==> src/rtl/lpsr_defs.vh <==
// Command codes, field layouts and reset values of the load status block.
`ifndef LPSR_DEFS_VH
`define LPSR_DEFS_VH

// ==========================================================
// Command codes
`define LPSR_HV_LIM_SET   5'h00
`define LPSR_HV_LIM_QRY   5'h01
`define LPSR_HV_ERR_SET   5'h02
`define LPSR_HV_ERR_QRY   5'h03
`define LPSR_LV_LIM_SET   5'h04
`define LPSR_LV_LIM_QRY   5'h05
`define LPSR_LV_ERR_SET   5'h06
`define LPSR_LV_ERR_QRY   5'h07
`define LPSR_PULSE_CFG    5'h08
`define LPSR_PULSE_QRY    5'h09
`define LPSR_PULSE_START  5'h0a
`define LPSR_CH_EVT_QRY   5'h0b
`define LPSR_CH_COND_SET  5'h0c
`define LPSR_CH_COND_QRY  5'h0d
`define LPSR_CH_MASK_SET  5'h0e
`define LPSR_CH_MASK_QRY  5'h0f
`define LPSR_SUM_EVT_QRY  5'h10
`define LPSR_SUM_MASK_SET 5'h11
`define LPSR_SUM_MASK_QRY 5'h12
`define LPSR_OP_EVT_QRY   5'h13
`define LPSR_OP_MASK_SET  5'h14
`define LPSR_OP_MASK_QRY  5'h15

// ==========================================================
// Channel register bits
`define LPSR_CH_VFAULT    0
`define LPSR_CH_OCURR     1
`define LPSR_CH_OPOWER    3
`define LPSR_CH_OTEMP     4
`define LPSR_CH_OVOLT     12
`define LPSR_CH_SHUTDOWN  13
`define LPSR_CH_USED      16'h301b
`define LPSR_SUM_USED     16'h7fff

// ==========================================================
// Pulse query field selects and limits
`define LPSR_PQ_LEVEL     2'h0
`define LPSR_PQ_TIME      2'h1
`define LPSR_PQ_COUNT     2'h2
`define LPSR_PQ_PERIOD    2'h3
`define LPSR_COUNT_RST    16'h0001
`define LPSR_COUNT_MAX    16'hfde8
`define LPSR_ZERO16       16'h0000

`endif

==> src/rtl/lpsr_top.v <==
// Protection limits and status registers of a programmable load.
`timescale 1ns/1ns
// Notes on behaviour
// - High-voltage limit is kept in non-volatile store and reloaded at power-up.
// - High-voltage error set command with argument 0 clears the error flag.
// - High-voltage error query answers 1 after a trip since clear, else 0.
// - Low-voltage limit is kept in non-volatile store and restored at power-up.
// - Low-voltage flag sets when input drops below limit; only write 0 clears.
// - Low-voltage error query answers 1 after an error, else 0.
// - Repeat count is optional, defaults to 1, accepted up to 65000.
// - Pulse configuration only stores; a separate start command launches it.
// - Pulse query returns level, duration, count and period when set.
// - Each power module has 16-bit condition, event and mask registers.
// - Channel bits: 0,1,3,4,12,13 used; 2, 5-11, 14, 15 unused.
// - Condition bits follow module state directly, never latched.
// - Event bits set on condition and hold until explicit clear.
// - Channel condition command with argument 0 clears event bits.
// - The same command also zeroes the channel mask register.
// - Channel mask gates which latched events reach summary indicators.
// - Summary bit 0 master, bits 1-14 followers, bit 15 unused.
// - Summary mask selects module bits setting summary event; readable.
// - Operation event register latches events; any read clears it.
// - Operation summary is OR of masked operation event bits.
`include "lpsr_defs.vh"

module lpsr_top #(
  parameter VW    = 16,  // Width of voltage values.
  parameter N_MOD = 15   // Master plus fourteen followers.
) (
  input  wire               clk_in,           // 50 MHz clock.
  input  wire               srst_in,          // Synchronous reset, high.
  input  wire               ce_in,            // Clock enable, freezes state when low.
  input  wire               cmd_valid_in,     // Command strobe, one cycle.
  input  wire [4:0]         cmd_code_in,      // Command code.
  input  wire [3:0]         cmd_mod_in,       // Power module index.
  input  wire [15:0]        cmd_arg_in,       // Value or level argument.
  input  wire [15:0]        cmd_time_in,      // Pulse duration argument.
  input  wire [15:0]        cmd_period_in,    // Pulse period argument.
  input  wire [15:0]        cmd_count_in,     // Pulse repeat count argument.
  input  wire               cmd_has_per_in,   // Period supplied.
  input  wire               cmd_has_cnt_in,   // Count supplied.
  input  wire [VW-1:0]      nv_hv_lim_in,     // Stored high limit from NV memory.
  input  wire [VW-1:0]      nv_lv_lim_in,     // Stored low limit from NV memory.
  input  wire [VW-1:0]      meas_v_in,        // Measured input voltage.
  input  wire               meas_ok_in,       // Measurement valid.
  input  wire [N_MOD*16-1:0] mod_cond_in,     // Live module conditions.
  input  wire [15:0]        op_evt_in,        // Operation event pulses.
  output reg                rsp_valid_out,    // Answer strobe.
  output reg  [15:0]        rsp_data_out,     // Answer value.
  output reg                rsp_err_out,      // Command refused.
  output reg                rsp_has_per_out,  // Period stored, with pulse query.
  output reg                nv_wr_out,        // NV write strobe.
  output reg                nv_sel_out,       // 0 high limit, 1 low limit.
  output reg  [VW-1:0]      nv_data_out,      // NV write data.
  output reg  [VW-1:0]      hv_lim_out,       // High-voltage limit.
  output reg  [VW-1:0]      lv_lim_out,       // Low-voltage limit.
  output reg                hv_err_out,       // High-voltage error flag.
  output reg                lv_err_out,       // Low-voltage error flag.
  output reg                pulse_start_out,  // Launch pulse train.
  output reg                op_summary_out,   // Status byte bit 7.
  output reg  [15:0]        sum_event_out     // Module summary event.
);

  // ==========================================================
  // Command decode
  // A command is taken only on an enabled edge; everything below keys off go.
  // Clearing commands accept nothing but a zero argument.
  wire       go     = ce_in & cmd_valid_in;
  wire       arg0   = (cmd_arg_in == `LPSR_ZERO16);
  wire       mod_ok = ({28'h0000000, cmd_mod_in} < N_MOD);
  wire       is_hv_clr  = go & (cmd_code_in == `LPSR_HV_ERR_SET) & arg0;
  wire       is_lv_clr  = go & (cmd_code_in == `LPSR_LV_ERR_SET) & arg0;
  wire       is_ch_clr  = go & (cmd_code_in == `LPSR_CH_COND_SET) & arg0 & mod_ok;
  wire       is_ch_mask = go & (cmd_code_in == `LPSR_CH_MASK_SET) & mod_ok;
  wire       is_op_rd   = go & (cmd_code_in == `LPSR_OP_EVT_QRY);

  // ==========================================================
  // Per-module channel registers
  // One condition, event and mask word per module, master first.
  // The masked OR of each module feeds one bit of the module summary.
  reg  [15:0] ch_evt_q  [0:N_MOD-1];
  reg  [15:0] ch_mask_q [0:N_MOD-1];
  wire [15:0] ch_cond   [0:N_MOD-1];
  wire [N_MOD-1:0] mod_hit;

  genvar g;
  generate
    for (g = 0; g < N_MOD; g = g + 1) begin : g_mod
      // Module select compares at full width, as a genvar has no part-select.
      wire sel = ({28'h0000000, cmd_mod_in} == g);
      // Condition bits are wired straight through; unused bits forced low.
      assign ch_cond[g] = mod_cond_in[g*16 +: 16] & `LPSR_CH_USED;
      // Masked latched events feed the module summary.
      assign mod_hit[g] = |(ch_evt_q[g] & ch_mask_q[g]);
      // New conditions are merged after the clear so a same-cycle event survives.
      always @(posedge clk_in) begin
        if (srst_in) begin
          ch_evt_q[g]  <= 16'h0000;
          ch_mask_q[g] <= 16'h0000;
        end else if (ce_in) begin
          ch_evt_q[g] <= ((is_ch_clr && sel) ? 16'h0000 : ch_evt_q[g])
                         | ch_cond[g];
          if (is_ch_clr && sel) begin
            ch_mask_q[g] <= 16'h0000;
          end else if (is_ch_mask && sel) begin
            ch_mask_q[g] <= cmd_arg_in & `LPSR_CH_USED;
          end
        end
      end
    end
  endgenerate

  // ==========================================================
  // State registers
  // Mask, operation event and pulse parameter storage.
  // The stored period reads back as zero when none was supplied.
  reg [15:0] sum_mask_q;
  reg [15:0] op_evt_q;
  reg [15:0] op_mask_q;
  reg [15:0] p_level_q;
  reg [15:0] p_time_q;
  reg [15:0] p_period_q;
  reg [15:0] p_count_q;
  reg        p_has_per_q;

  // Next-state terms shared by the registers below.
  wire [15:0] sum_raw = {{(16 - N_MOD){1'b0}}, mod_hit};
  wire        cnt_bad = cmd_has_cnt_in &
                        ((cmd_count_in > `LPSR_COUNT_MAX) | (cmd_count_in == 16'h0000));
  wire [15:0] op_evt_d = (is_op_rd ? 16'h0000 : op_evt_q) | op_evt_in;
  wire        hv_trip  = meas_ok_in & (meas_v_in > hv_lim_out);
  wire        lv_trip  = meas_ok_in & (meas_v_in < lv_lim_out);

  // Limits reload from NV on reset, so a power-up restores the last setting.
  // The NV write is one strobe per limit command; the store itself sits outside.
  // A limit is not range-checked, so the host owns its plausibility.
  always @(posedge clk_in) begin
    if (srst_in) begin
      hv_lim_out  <= nv_hv_lim_in;
      lv_lim_out  <= nv_lv_lim_in;
      nv_wr_out   <= 1'b0;
      nv_sel_out  <= 1'b0;
      nv_data_out <= {VW{1'b0}};
    end else if (ce_in) begin
      nv_wr_out <= 1'b0;
      if (go && cmd_code_in == `LPSR_HV_LIM_SET) begin
        hv_lim_out  <= cmd_arg_in[VW-1:0];
        nv_wr_out   <= 1'b1;
        nv_sel_out  <= 1'b0;
        nv_data_out <= cmd_arg_in[VW-1:0];
      end else if (go && cmd_code_in == `LPSR_LV_LIM_SET) begin
        lv_lim_out  <= cmd_arg_in[VW-1:0];
        nv_wr_out   <= 1'b1;
        nv_sel_out  <= 1'b1;
        nv_data_out <= cmd_arg_in[VW-1:0];
      end
    end
  end

  // Error flags: a trip in the clearing cycle wins over the clear.
  // The comparison uses the limit in force, so a new limit acts from the next cycle.
  // Set wins over clear, so a fault present during the clear is never lost.
  always @(posedge clk_in) begin
    if (srst_in) begin
      hv_err_out <= 1'b0;
      lv_err_out <= 1'b0;
    end else if (ce_in) begin
      hv_err_out <= hv_trip | (hv_err_out & ~is_hv_clr);
      lv_err_out <= lv_trip | (lv_err_out & ~is_lv_clr);
    end
  end

  // Pulse parameters are only stored here; launching needs its own command.
  // A refused count leaves every stored field as it was.
  // The launch strobe is one cycle wide and carries no parameters.
  // Duration and period are stored raw; the host keeps them legal.
  always @(posedge clk_in) begin
    if (srst_in) begin
      p_level_q       <= 16'h0000;
      p_time_q        <= 16'h0000;
      p_period_q      <= 16'h0000;
      p_count_q       <= `LPSR_COUNT_RST;
      p_has_per_q     <= 1'b0;
      pulse_start_out <= 1'b0;
    end else if (ce_in) begin
      pulse_start_out <= go & (cmd_code_in == `LPSR_PULSE_START);
      if (go && cmd_code_in == `LPSR_PULSE_CFG && !cnt_bad) begin
        p_level_q   <= cmd_arg_in;
        p_time_q    <= cmd_time_in;
        p_period_q  <= cmd_has_per_in ? cmd_period_in : 16'h0000;
        p_has_per_q <= cmd_has_per_in;
        p_count_q   <= cmd_has_cnt_in ? cmd_count_in : `LPSR_COUNT_RST;
      end
    end
  end

  // Summary, mask and operation registers.
  // The module summary is not sticky; the channel events already latch.
  // Mask writes drop the unused top summary bit.
  always @(posedge clk_in) begin
    if (srst_in) begin
      sum_mask_q     <= 16'h0000;
      op_evt_q       <= 16'h0000;
      op_mask_q      <= 16'h0000;
      sum_event_out  <= 16'h0000;
      op_summary_out <= 1'b0;
    end else if (ce_in) begin
      if (go && cmd_code_in == `LPSR_SUM_MASK_SET) begin
        sum_mask_q <= cmd_arg_in & `LPSR_SUM_USED;
      end
      if (go && cmd_code_in == `LPSR_OP_MASK_SET) begin
        op_mask_q <= cmd_arg_in;
      end
      // Read clears, but an event arriving in the read cycle is kept.
      op_evt_q       <= op_evt_d;
      sum_event_out  <= sum_raw & sum_mask_q & `LPSR_SUM_USED;
      op_summary_out <= |(op_evt_d & op_mask_q);
    end
  end

  // ==========================================================
  // Answers, one cycle after the command is taken.
  // Queries answer with data, set commands answer only when refused.
  // A refused query drives zero data so stale values never leak.
  reg [15:0] rd_d;
  reg        err_d;
  reg        rsp_d;
  reg [15:0] ev_sel;
  reg [15:0] cd_sel;
  reg [15:0] mk_sel;
  integer    i;

  // Pick the addressed module's words; an index out of range reads zero.
  // The loop is plain muxing, one comparator per module.
  always @* begin
    ev_sel = 16'h0000;
    cd_sel = 16'h0000;
    mk_sel = 16'h0000;
    for (i = 0; i < N_MOD; i = i + 1) begin
      if (cmd_mod_in == i[3:0]) begin
        ev_sel = ch_evt_q[i];
        cd_sel = ch_cond[i];
        mk_sel = ch_mask_q[i];
      end
    end
  end

  // Decode the answer and the refusal for the command on the bus.
  // Every path assigns all three so no latch is inferred.
  always @* begin
    rd_d  = 16'h0000;
    err_d = 1'b0;
    rsp_d = 1'b1;
    case (cmd_code_in)
      `LPSR_HV_LIM_QRY:  rd_d[VW-1:0] = hv_lim_out;
      `LPSR_LV_LIM_QRY:  rd_d[VW-1:0] = lv_lim_out;
      `LPSR_HV_ERR_QRY:  rd_d = {15'h0000, hv_err_out};
      `LPSR_LV_ERR_QRY:  rd_d = {15'h0000, lv_err_out};
      `LPSR_PULSE_QRY: begin
        case (cmd_arg_in[1:0])
          `LPSR_PQ_LEVEL: rd_d = p_level_q;
          `LPSR_PQ_TIME:  rd_d = p_time_q;
          `LPSR_PQ_COUNT: rd_d = p_count_q;
          default:        rd_d = p_period_q;
        endcase
      end
      `LPSR_CH_EVT_QRY:  begin rd_d = ev_sel; err_d = ~mod_ok; end
      `LPSR_CH_COND_QRY: begin rd_d = cd_sel; err_d = ~mod_ok; end
      `LPSR_CH_MASK_QRY: begin rd_d = mk_sel; err_d = ~mod_ok; end
      `LPSR_SUM_EVT_QRY:  rd_d = sum_event_out;
      `LPSR_SUM_MASK_QRY: rd_d = sum_mask_q;
      `LPSR_OP_EVT_QRY:   rd_d = op_evt_q;
      `LPSR_OP_MASK_QRY:  rd_d = op_mask_q;
      // Only argument 0 is meaningful for the clearing commands.
      `LPSR_HV_ERR_SET:   begin rsp_d = 1'b0; err_d = ~arg0; end
      `LPSR_LV_ERR_SET:   begin rsp_d = 1'b0; err_d = ~arg0; end
      `LPSR_CH_COND_SET:  begin rsp_d = 1'b0; err_d = ~(arg0 & mod_ok); end
      `LPSR_CH_MASK_SET:  begin rsp_d = 1'b0; err_d = ~mod_ok; end
      `LPSR_PULSE_CFG:    begin rsp_d = 1'b0; err_d = cnt_bad; end
      `LPSR_HV_LIM_SET, `LPSR_LV_LIM_SET, `LPSR_PULSE_START,
      `LPSR_SUM_MASK_SET, `LPSR_OP_MASK_SET: rsp_d = 1'b0;
      default:            begin rsp_d = 1'b0; err_d = 1'b1; end
    endcase
  end

  // Answer strobes are registered so every output leaves a flip-flop.
  // The period flag rides along with any pulse query answer.
  always @(posedge clk_in) begin
    if (srst_in) begin
      rsp_valid_out   <= 1'b0;
      rsp_err_out     <= 1'b0;
      rsp_data_out    <= 16'h0000;
      rsp_has_per_out <= 1'b0;
    end else if (ce_in) begin
      rsp_valid_out   <= go & rsp_d & ~err_d;
      rsp_err_out     <= go & err_d;
      rsp_data_out    <= (go & rsp_d & ~err_d) ? rd_d : 16'h0000;
      rsp_has_per_out <= go & (cmd_code_in == `LPSR_PULSE_QRY) & p_has_per_q;
    end
  end

endmodule // lpsr_top

==> config.mk <==
export PLATFORM = sky130hd
export DESIGN_NAME = lpsr_top
export DESIGN_NICKNAME = d
export VERILOG_FILES = /design/src/rtl/lpsr_top.v
export VERILOG_INCLUDE_DIRS = /design/src /design/src/rtl
export SDC_FILE = /design/constraint.sdc
export NUM_CORES = 1
export LEC_CHECK = 0
export BUFFER_PORTS_ARGS = -buffer_cell sky130_fd_sc_hd__buf_2
export CAP_MARGIN = 5
export CORE_MARGIN = 1
export CORE_UTILIZATION = 45
export CTS_BUF_LIST = sky130_fd_sc_hd__clkbuf_16
export DETAILED_ROUTE_END_ITERATION = 10
export PLACE_DENSITY = 0.69
export SYNTH_ARGS = -nofsm -noshare
export SYNTH_HDL_FRONTEND = slang
export SYNTH_SLANG_ARGS = --single-unit
==> constraint.sdc <==
create_clock -name clk_in -period 10.89 [get_ports clk_in]
set_input_delay 1.6335 -clock clk_in [delete_from_list [all_inputs] [get_ports clk_in]]
set_output_delay 1.6335 -clock clk_in [all_outputs]
set_load 0.02 [all_outputs]
# --- Word-level counts from Yosys, hierarchy flattened ---
# Memory sizes are Yosys's and may differ from the RTL's.
# Index checks and enable logic that the tools add are counted.
# Widths: inputs -> output; s select.
word_totals:
  inputBits: 384
  output_inout_bits: 89
  mem_count: 2
  romBits: 0
  ram_bits: 330
  wordCells: 513
  reg_bits: 200
  latchBits: 0
classes:
  bitwise_logic: 110
  n_div: 0
  n_mux: 265
  n_eq_ne: 38
  add_sub_neg: 0
  mul: 0
  shift: 0
  n_lt_le_gt_ge: 4
  reduce_logical: 72
memory_table:
  columns: ["memory", "depth", "word_bits", "read_ports", "rd_clocked_by_memory_dff", "write_ports", "line_no", "source"]
  rows:
  - ["ch_evt_q", 15, 16, 15, 0, 15, "lpsr_top.v:81", "reg [15:0] ch_evt_q [0:N_MOD-1];"]
  - ["ch_mask_q", 15, 6, 15, 0, 15, "lpsr_top.v:82", "reg [15:0] ch_mask_q [0:N_MOD-1];"]
ops:
  columns: ["op", "count"]
  rows:
  - ["$mux 16", 86]
  - ["$and 16x16->16", 16]
  - ["$reduce_or 16->1", 16]
  - ["$or 16x14->16", 15]
  - ["$pmux 16 s12", 1]
  - ["$mux 6", 30]
  - ["$mux 1", 145]
  - ["$or 1x1->1", 48]
  - ["$pmux 16 s3", 1]
  - ["$eq 5x4->1 const B", 8]
  - ["$logic_and 1x1->1", 36]
  - ["$logic_not 16->1", 2]
  - ["$eq 5x5->1 const B", 6]
  - ["$eq 4x4->1 const B", 7]
  - ["$and 1x1->1", 23]
  - ["$eq 5x3->1 const B", 4]
  - ["$eq 4x3->1 const B", 4]
  - ["$gt 16x16->1", 1]
  - ["$gt 16x16->1 const B", 1]
  - ["$lt 16x16->1", 1]
  - ["$or 16x16->16", 1]
  - ["$and 15x15->15", 1]
  - ["$mux 14", 1]
  - ["$reduce_or 14->1", 1]
  - ["other kinds (20)", 34]

# --- Logic depth before layout (Yosys ltp) ---
# Gate-level depths: netlist (run 1).
logic_depth:
  depth_word: 18
  mapped_depth: 11
  ltp_nobuf: 9

# --- Worst setup path before layout (run 1) ---
# Ideal clock, no wire load.
synth_timing:
  path_type: "input-to-reg"
  start: "in srst_in"
  end: "mem ch_evt_q[0][0] (enable)"
  path_slack_ns: 6.241
  t_arrival_ns: 4.206
  setup_ns: 0.443
  cell_stages: 5
  cell_sequence: "clkbuf_1 nor2_1 clkbuf_1 clkbuf_1 inv_1"
synth_rtl:
  columns: ["item", "line_no", "source"]
  rows:
  - ["start: declaration", "lpsr_top.v:31", "input wire srst_in,"]
  - ["end: declaration", "lpsr_top.v:81", null]

==> run summary, run 1 <==
synthesized-area fraction occupied by adder cells = 0.0193
Max Cap Violations = 0
first-pass GRT wire length = 115 mm
RSZ-0062 raised after global routing = false
critical path required time = 11.15 ns
initial antenna violation count = 7
WHS = 0.442 ns
Vert. Die Dim = 213 um
Mapped Nets = 2,587
GRT overflow = 0
mux contribution to synthesized area = 0.0544
Top Ports = 473
initial core utilization = 0.456
sequential area share after synthesis = 0.484
CTS Root Buffer Type = clkbuf_16
setup tns final = 0 ns
Post-synth EDFFs = 212
std cell rows = 77
Syn Std Cell Area = 20,100 sq um
Worst Clk Skew = 0.0267 ns
Mapped Cells = 2,172
drt first pass iters = 6
Relative slew margins = 0.154
CTS tree = yes
largest net degree at the start of global routing = 93
CORE AREA = 44,100 sq um
CP Capture Type = flop
fraction of synthesized cell area in xor and xnor cells = 0.000436
synth unique cells = 92
Final Setup Violations = 0
Final ANT Viol Nets = 0
largest family of logic cells by synthesized area = compound AO/OA/AOI/OAI gates
slew at the pin closest to its max-slew limit = 1.27 ns
Clock Latency Late Sink = 0.59 ns
# DRC = 0
H-tree depth = 2
Synth Register Bits = 380
status = finished, final reports clean
fin nets = 2,813
Post-synth top flop = edfxtp_1
critical path's largest stage delay = 0.80 ns
Async SR Flop Fraction = 0
CTS Sinks = 380
Post-CTS Setup Inserts = 0
syn_area_per_cell = 9.25 sq um
static leakage = 8.91 nW
final-report hold violation count = 0
Hold Crit Class = flop to flop
detailed-route via count = 19,300
CTS Buffer Depth = 3
Die X = 213 um
layout cells sized above 1 = 0.198
Startpoint Class = input port
Worst Path Max Fanout = 52
initial DRC count = 2,871
die area = 45,500 sq um
Cell Chain, Critical Path = buf_2, buf_4, nand2_1, o21ai_2, nor3_4, or2_1, a21o_1
kind of critical path = input port to flop
worst endpoint data arrival time = 4.81 ns
clock transition at the registers of the reported paths = 0.06 ns
post-synthesis compound-gate area fraction = 0.201
min cycle time layout = 4.55 ns
RePlAce Congestion = 0.975
total wire length = 79.3 mm
Pwr Density = 150 nW/um^2
Slew Limit Fails = 0
cts repair resizes = 0
Layout Area Growth over Synthesis = 15.2%
DP Wirelength = 57.2 mm
Crit-path slowest cell = nor3_4
Inserted Clock Buffers = 43
Filler cells = 4,187
vias in the first global route = 17,700
Ys Warns = 0
Hold-fix buffers, CTS = 0
PortBufs = 321
Total Routing Usage GR = 0.342
DR vias/cell = 6.38
simple-gate area share of the yosys netlist = 0.191
Final Total Pwr = 3.47 mW
Routed WL per cell = 26.2 um
Fmax = 0.220 GHz
peak supply drop = 0.109 mV
period utilization = 0.418
## power breakdown
| group | total (mW) | internal [mW] | switching (mW) |
|---|---|---|---|
| Clock | 1.38 | 0.765 | 0.611 |
| Combinational | 0.432 | 0.147 | 0.285 |
| Sequential | 1.66 | 1.59 | 0.0730 |
| Total | 3.47 | 2.50 | 0.969 |
## flip-flops by register name, summed over array words and instances, names as in the netlist, 16 cells and up
signal and cells:
p_period_q 16, ch_mask_q 90, p_time_q 16, lv_lim_out 16, op_mask_q 16, nv_data_out 16
p_level_q 16, hv_lim_out 16, p_count_q 16, ch_evt_q 90, rsp_data_out 16, op_evt_q 16
## final timing paths
check                       start         endpoint  slack, ns  depth (start not counted)
setup / recovery    cmd_mod_in[2]  ch_mask_q[1][0]       6.34                          7
hold reg to reg   rsp_data_out[0]  rsp_data_out[0]       0.44                          2
hold / removal    rsp_data_out[0]  rsp_data_out[0]       0.44                          2
setup reg to reg  ch_mask_q[1][6]  rsp_data_out[0]       8.57                          7
## cell usage in the layout (no fill, tap or decap), types with 5 or more instances in the layout
cell type and count:
nand2_1 339, buf_2 318, a21oi_1 288, nor2_1 251
edfxtp_1 212, dfxtp_1 168, a22oi_1 104, nand3_1 76
inv_1 62, o21ai_0 54, clkbuf_16 43, mux2i_1 35
ha_1 31, a21o_1 26, a22o_1 26, mux4_2 26
nand2b_1 25, and2_1 25, buf_4 25, nor2b_1 19
o22ai_1 19, nand4_1 18, a221oi_1 18, nor3_1 13
o21ai_1 13, a211oi_1 12, nor4_1 11, mux2_2 11
clkinv_1 9, a222oi_1 9, o211ai_1 8, and3_1 6
nand3b_1 5
## cell families (layout without fill, tap and decap cells)
group           after synthesis  after routing
fa+ha+maj                    31             31
other cells                   1              2
flops                       380            380
xor+xnor                      1              1
compound gates              638            638
buf+inv                     214            472
mux                          75             75
simple gates                832            832
## per-layer routing
layer | global-route usage | wire length, um | vias to the layer above
met5 | 0 | 67 | -
met4 | 0.158 | 4030 | 12
met1 | 0.477 | 31400 | 9299
met2 | 0.500 | 34400 | 1331
li1 | - | - | 8392
met3 | 0.0848 | 9370 | 247
## worst max-delay path, delay by kind of cell
kind / cells / cell delay [ns]
and+or+nand+nor: 3 / 2.15
AOI/OAI and AO/OA: 2 / 0.60
buffers and inverters: 2 / 0.39
## stage by stage
step                cells   util  instance area [sq um]  worst slack, ns
CTS                  3022  0.525                  23100             6.51
global route         3023  0.525                  23200             6.35
detailed placement   2945  0.495                  21800             5.88
finish               3023  0.525                  23200             6.34
global placement     2945  0.495                  21800             5.82
floorplan            2172      -                  20100             6.24
## cell usage after synthesis (4+ instances only)
master | number | area [sq um]
nand2_1 | 339 | 1270
a21oi_1 | 288 | 1440
nor2_1 | 253 | 950
edfxtp_1 | 212 | 6370
dfxtp_1 | 168 | 3360
a22oi_1 | 104 | 781
clkbuf_1 | 78 | 293
nand3_1 | 76 | 380
buf_2 | 54 | 270
o21ai_0 | 54 | 270
inv_1 | 48 | 180
mux2i_1 | 35 | 350
ha_1 | 31 | 388
a21o_1 | 27 | 203
a22o_1 | 26 | 228
mux4_2 | 26 | 586
nand2b_1 | 26 | 163
and2_1 | 25 | 156
nor2b_1 | 20 | 125
o22ai_1 | 19 | 119
a221oi_1 | 18 | 158
nand4_1 | 18 | 113
buf_4 | 17 | 128
nor3_1 | 13 | 65.1
o21ai_1 | 13 | 65.1
a211oi_1 | 12 | 90.1
mux2_2 | 11 | 124
nor4_1 | 11 | 68.8
a222oi_1 | 9 | 90.1
buf_6 | 9 | 101
o211ai_1 | 8 | 60.1
and3_1 | 6 | 37.5
nand3b_1 | 5 | 37.5
a31o_2 | 4 | 35.0
a31oi_1 | 4 | 25.0
buf_1 | 4 | 15.0
nor3_2 | 4 | 40.0
o32ai_1 | 4 | 35.0
## area by class of cell
type                    instances  area [sq um]  share of cell area
flip-flops and latches        380          9730               0.420
clock inverters                34           224             0.00967
repair buffers                344          1790              0.0773
clock buffers                  43          1080              0.0465
multi-input cells            1578          9400               0.406
diodes                          1          2.50            0.000108
well taps                     592           741              0.0320
inverters                      51           193             0.00832
Note: power is estimated with default switching activity, not from simulation.
==> run 2, diff against run 1 <==
--- a/config.mk
+++ b/config.mk
@@ -6,13 +6,14 @@
 export SDC_FILE = /design/constraint.sdc
 export NUM_CORES = 1
 export LEC_CHECK = 0
+export ABC_AREA = 1
 export BUFFER_PORTS_ARGS = -buffer_cell sky130_fd_sc_hd__buf_2
 export CAP_MARGIN = 5
 export CORE_MARGIN = 1
 export CORE_UTILIZATION = 45
 export CTS_BUF_LIST = sky130_fd_sc_hd__clkbuf_16
 export DETAILED_ROUTE_END_ITERATION = 10
-export PLACE_DENSITY = 0.69
+export PLACE_DENSITY = 0.72
 export SYNTH_ARGS = -nofsm -noshare
 export SYNTH_HDL_FRONTEND = slang
 export SYNTH_SLANG_ARGS = --single-unit
==> constraint.sdc (replaced) <==
create_clock -name clk_in -period 4.1 [get_ports clk_in]
set_input_delay 0.615 -clock clk_in [delete_from_list [all_inputs] [get_ports clk_in]]
set_output_delay 0.615 -clock clk_in [all_outputs]
set_load 0.02 [all_outputs]
==> run 2 against run 1 <==
Net effect: wire length is 12% lower; sequential power rose to 2.6 times the previous value; combinational power is 140% higher; hold slack worse by 0.15 ns; sequential share of layout area increased by 0.76 points; power grew to 2.6 times the previous value; die area decreased by 3.9%; clock power rose to 2.7 times the previous value; largest power group unchanged.
==> run summary, run 2 <==
largest net degree at the start of global routing = 101
Mapped Nets = 2,864
final-report hold violation count = 0
CTS Sinks = 380
area leader, netlist = edfxtp_1
syn_area_per_cell = 7.88 sq um
cell-internal power = 6.65 mW
Relative slew margins = 0.194
Buf+Inv Stages, Crit Path = 2
detailed-route via count = 19,000
DP Wirelength = 51.9 mm
Hold Crit Class = input port to flop
total wire length = 70.2 mm
PortBufs = 321
combinational fraction of design power = 0.114
Top Ports = 473
RePlAce Congestion = 0.995
FF-to-FF path depth = 6
delay-heaviest family, CP = simple AND/OR/NAND/NOR gates
Hold-fix buffers, CTS = 0
initial core utilization = 0.458
count leader, synth = nand2_1
first-pass GRT wire length = 105 mm
layout cells sized above 1 = 0.166
Seq pwr share = 0.476
std cell rows = 75
Max Cap Violations = 0
initial antenna violation count = 3
DR vias/cell = 5.73
vias in the first global route = 17,700
static leakage = 9.92 nW
CTS Root Buffer Type = clkbuf_16
worst endpoint data arrival time = 3.29 ns
Cell Chain, Critical Path = buf_2, nor2_1, nand2_1, clkinv_1, nand2_1, o211ai_1
period utilization = 0.747
CORE AREA = 42,100 sq um
critical path's largest stage delay = 0.92 ns
Async SR Flop Fraction = 0
min cycle time layout = 3.06 ns
CTS tree = yes
Syn Std Cell Area = 19,300 sq um
clock transition at the registers of the reported paths = 0.06 ns
Mapped Cells = 2,449
Area contributors post-synth = edfxtp_1, dfxtp_1, nand2_1, a21oi_1, nor2_1
Routed WL per cell = 21.2 um
Post-synth top flop = edfxtp_1
GRT overflow = 0
# DRC = 0
CTS Buffer Depth = 3
peak supply drop = 0.325 mV
Crit-path slowest cell = nor2_1
sequential area share after synthesis = 0.504
Post-synth EDFFs = 212
Worst Path Max Fanout = 17
commonest non-fill, non-tap cells in the layout = nand2_1, buf_2, nor2_1
setup tns final = 0 ns
top-area cell type share of the netlist area = 0.330
Switching Share = 0.273
Vert. Die Dim = 209 um
most common cell type on the critical path = nand2_1
fin nets = 3,153
Worst Hold Path EP = p_time_q[13]
Inserted Clock Buffers = 43
Clock Latency Late Sink = 0.59 ns
synth unique cells = 44
critical path required time = 4.32 ns
Pwr Density = 402 nW/um^2
Worst Clk Skew = 0.0244 ns
share of total power in the clock network = 0.410
Final Setup Violations = 0
H-tree depth = 2
CP Capture Type = flop
die area = 43,700 sq um
Layout Area Growth over Synthesis = 17.8%
setup ws final = 1.04 ns
RSZ-0062 raised after global routing = false
Commonest cells post-synth = nand2_1, nor2_1, inv_1
initial DRC count = 2,324
Synth Register Bits = 380
Ys Warns = 0
Startpoint Class = input port
Slew Limit Fails = 0
r2r startpoint = p_time_q[13]
R2R Setup Slk = 1.93 ns
FF-to-FF End = rsp_data_out[13]
switching power = 2.50 mW
hold path start = cmd_time_in[13]
most common cell after layout, fill and taps aside = nand2_1
drt first pass iters = 6
Post-CTS Setup Inserts = 0
Largest regs = ch_evt_q x90, ch_mask_q x90
kind of critical path = input port to flop
Final ANT Viol Nets = 0
status = finished, final reports clean
cts repair resizes = 0
Worst Hold Depth = 3
Filler cells = 3,948
Total Routing Usage GR = 0.316
dpl ws = 0.526 ns
Fmax = 0.326 GHz
Die X = 209 um
slew at the pin closest to its max-slew limit = 1.20 ns
## run 2: cell count changes in the layout (fill, tap and decap cells not counted), moves of 25 or more
cell and change:
nand4_1 +48, a22oi_1 -103, nand3_1 +50, and2_1 -25, inv_1 +192, nand2b_1 -25
o21ai_0 +110, a21o_1 -26, nand2_1 +292, a21oi_1 -61, mux2i_1 -35, mux4_2 -26
## run 2: power by group through the flow
stage	Sequential [mW]	Combinational, mW	Clock, mW
2_1_floorplan	4.41	0.528	0
3_3_place_gp	4.42	1.01	0
3_5_place_dp	4.43	1.03	0
4_1_cts	4.35	1.03	3.77
5_1_grt	4.37	1.13	3.90
6_report	4.36	1.04	3.75
## run 2: worst max path at each step
stage,from,end,slack (ns),depth (start not counted)
floorplan,srst_in,ch_evt_q[0][0],1.24,4
global placement,cmd_mod_in[0],ch_mask_q[1][5],0.62,6
detailed placement,cmd_mod_in[0],ch_mask_q[1][3],0.53,6
CTS,cmd_mod_in[0],ch_mask_q[1][0],1.14,6
global route,cmd_mod_in[0],ch_mask_q[1][5],0.82,6
finish,cmd_mod_in[0],ch_mask_q[1][0],1.04,6
## run 2: per-stage QoR
step / area [sq um] / instances / util / power, mW / hold WS, ns
after floorplan: 19300 / 2449 / - / 4.94 / 0.434
after global placement: 21400 / 3232 / 0.508 / 5.43 / 0.440
after detailed placement: 21400 / 3232 / 0.508 / 5.45 / 0.434
after CTS: 22700 / 3312 / 0.540 / 9.15 / 0.275
after global routing: 22700 / 3313 / 0.540 / 9.41 / 0.305
final: 22700 / 3313 / 0.540 / 9.15 / 0.291
## run 2: layout make-up
cell class              instances  area [sq um]  share of cell area
flip-flops and latches        380          9730               0.428
multi-input cells            1698          8140               0.358
repair buffers                354          1870              0.0821
clock buffers                  43          1080              0.0473
inverters                     261           981              0.0431
well taps                     539           674              0.0297
clock inverters                37           273              0.0120
diodes                          1          2.50            0.000110
## run 2: routing by layer
metal,share of wire,global-route usage,up-vias
li1,-,-,8855
met1,0.40,0.429,8901
met2,0.45,0.495,1060
met3,0.10,0.0606,153
met4,0.043,0.132,4
met5,0.00034,0,-
## run 2: kinds of logic after synthesis
kind of cell / share of synthesized area
DFF: 0.504
adders and majority gates: 0.0201
AOI/OAI and AO/OA: 0.155
buffers and inverters: 0.0747
and+or+nand+nor: 0.246
other: 0.000194
## run 2: worst register-to-register path, delay by kind of cell, from the launching register on
family | cells | cell delay [ns]
AND/OR/NAND/NOR | 3 | 0.45
flip-flops | 1 | 0.32
AO/OA/AOI/OAI | 3 | 1.30
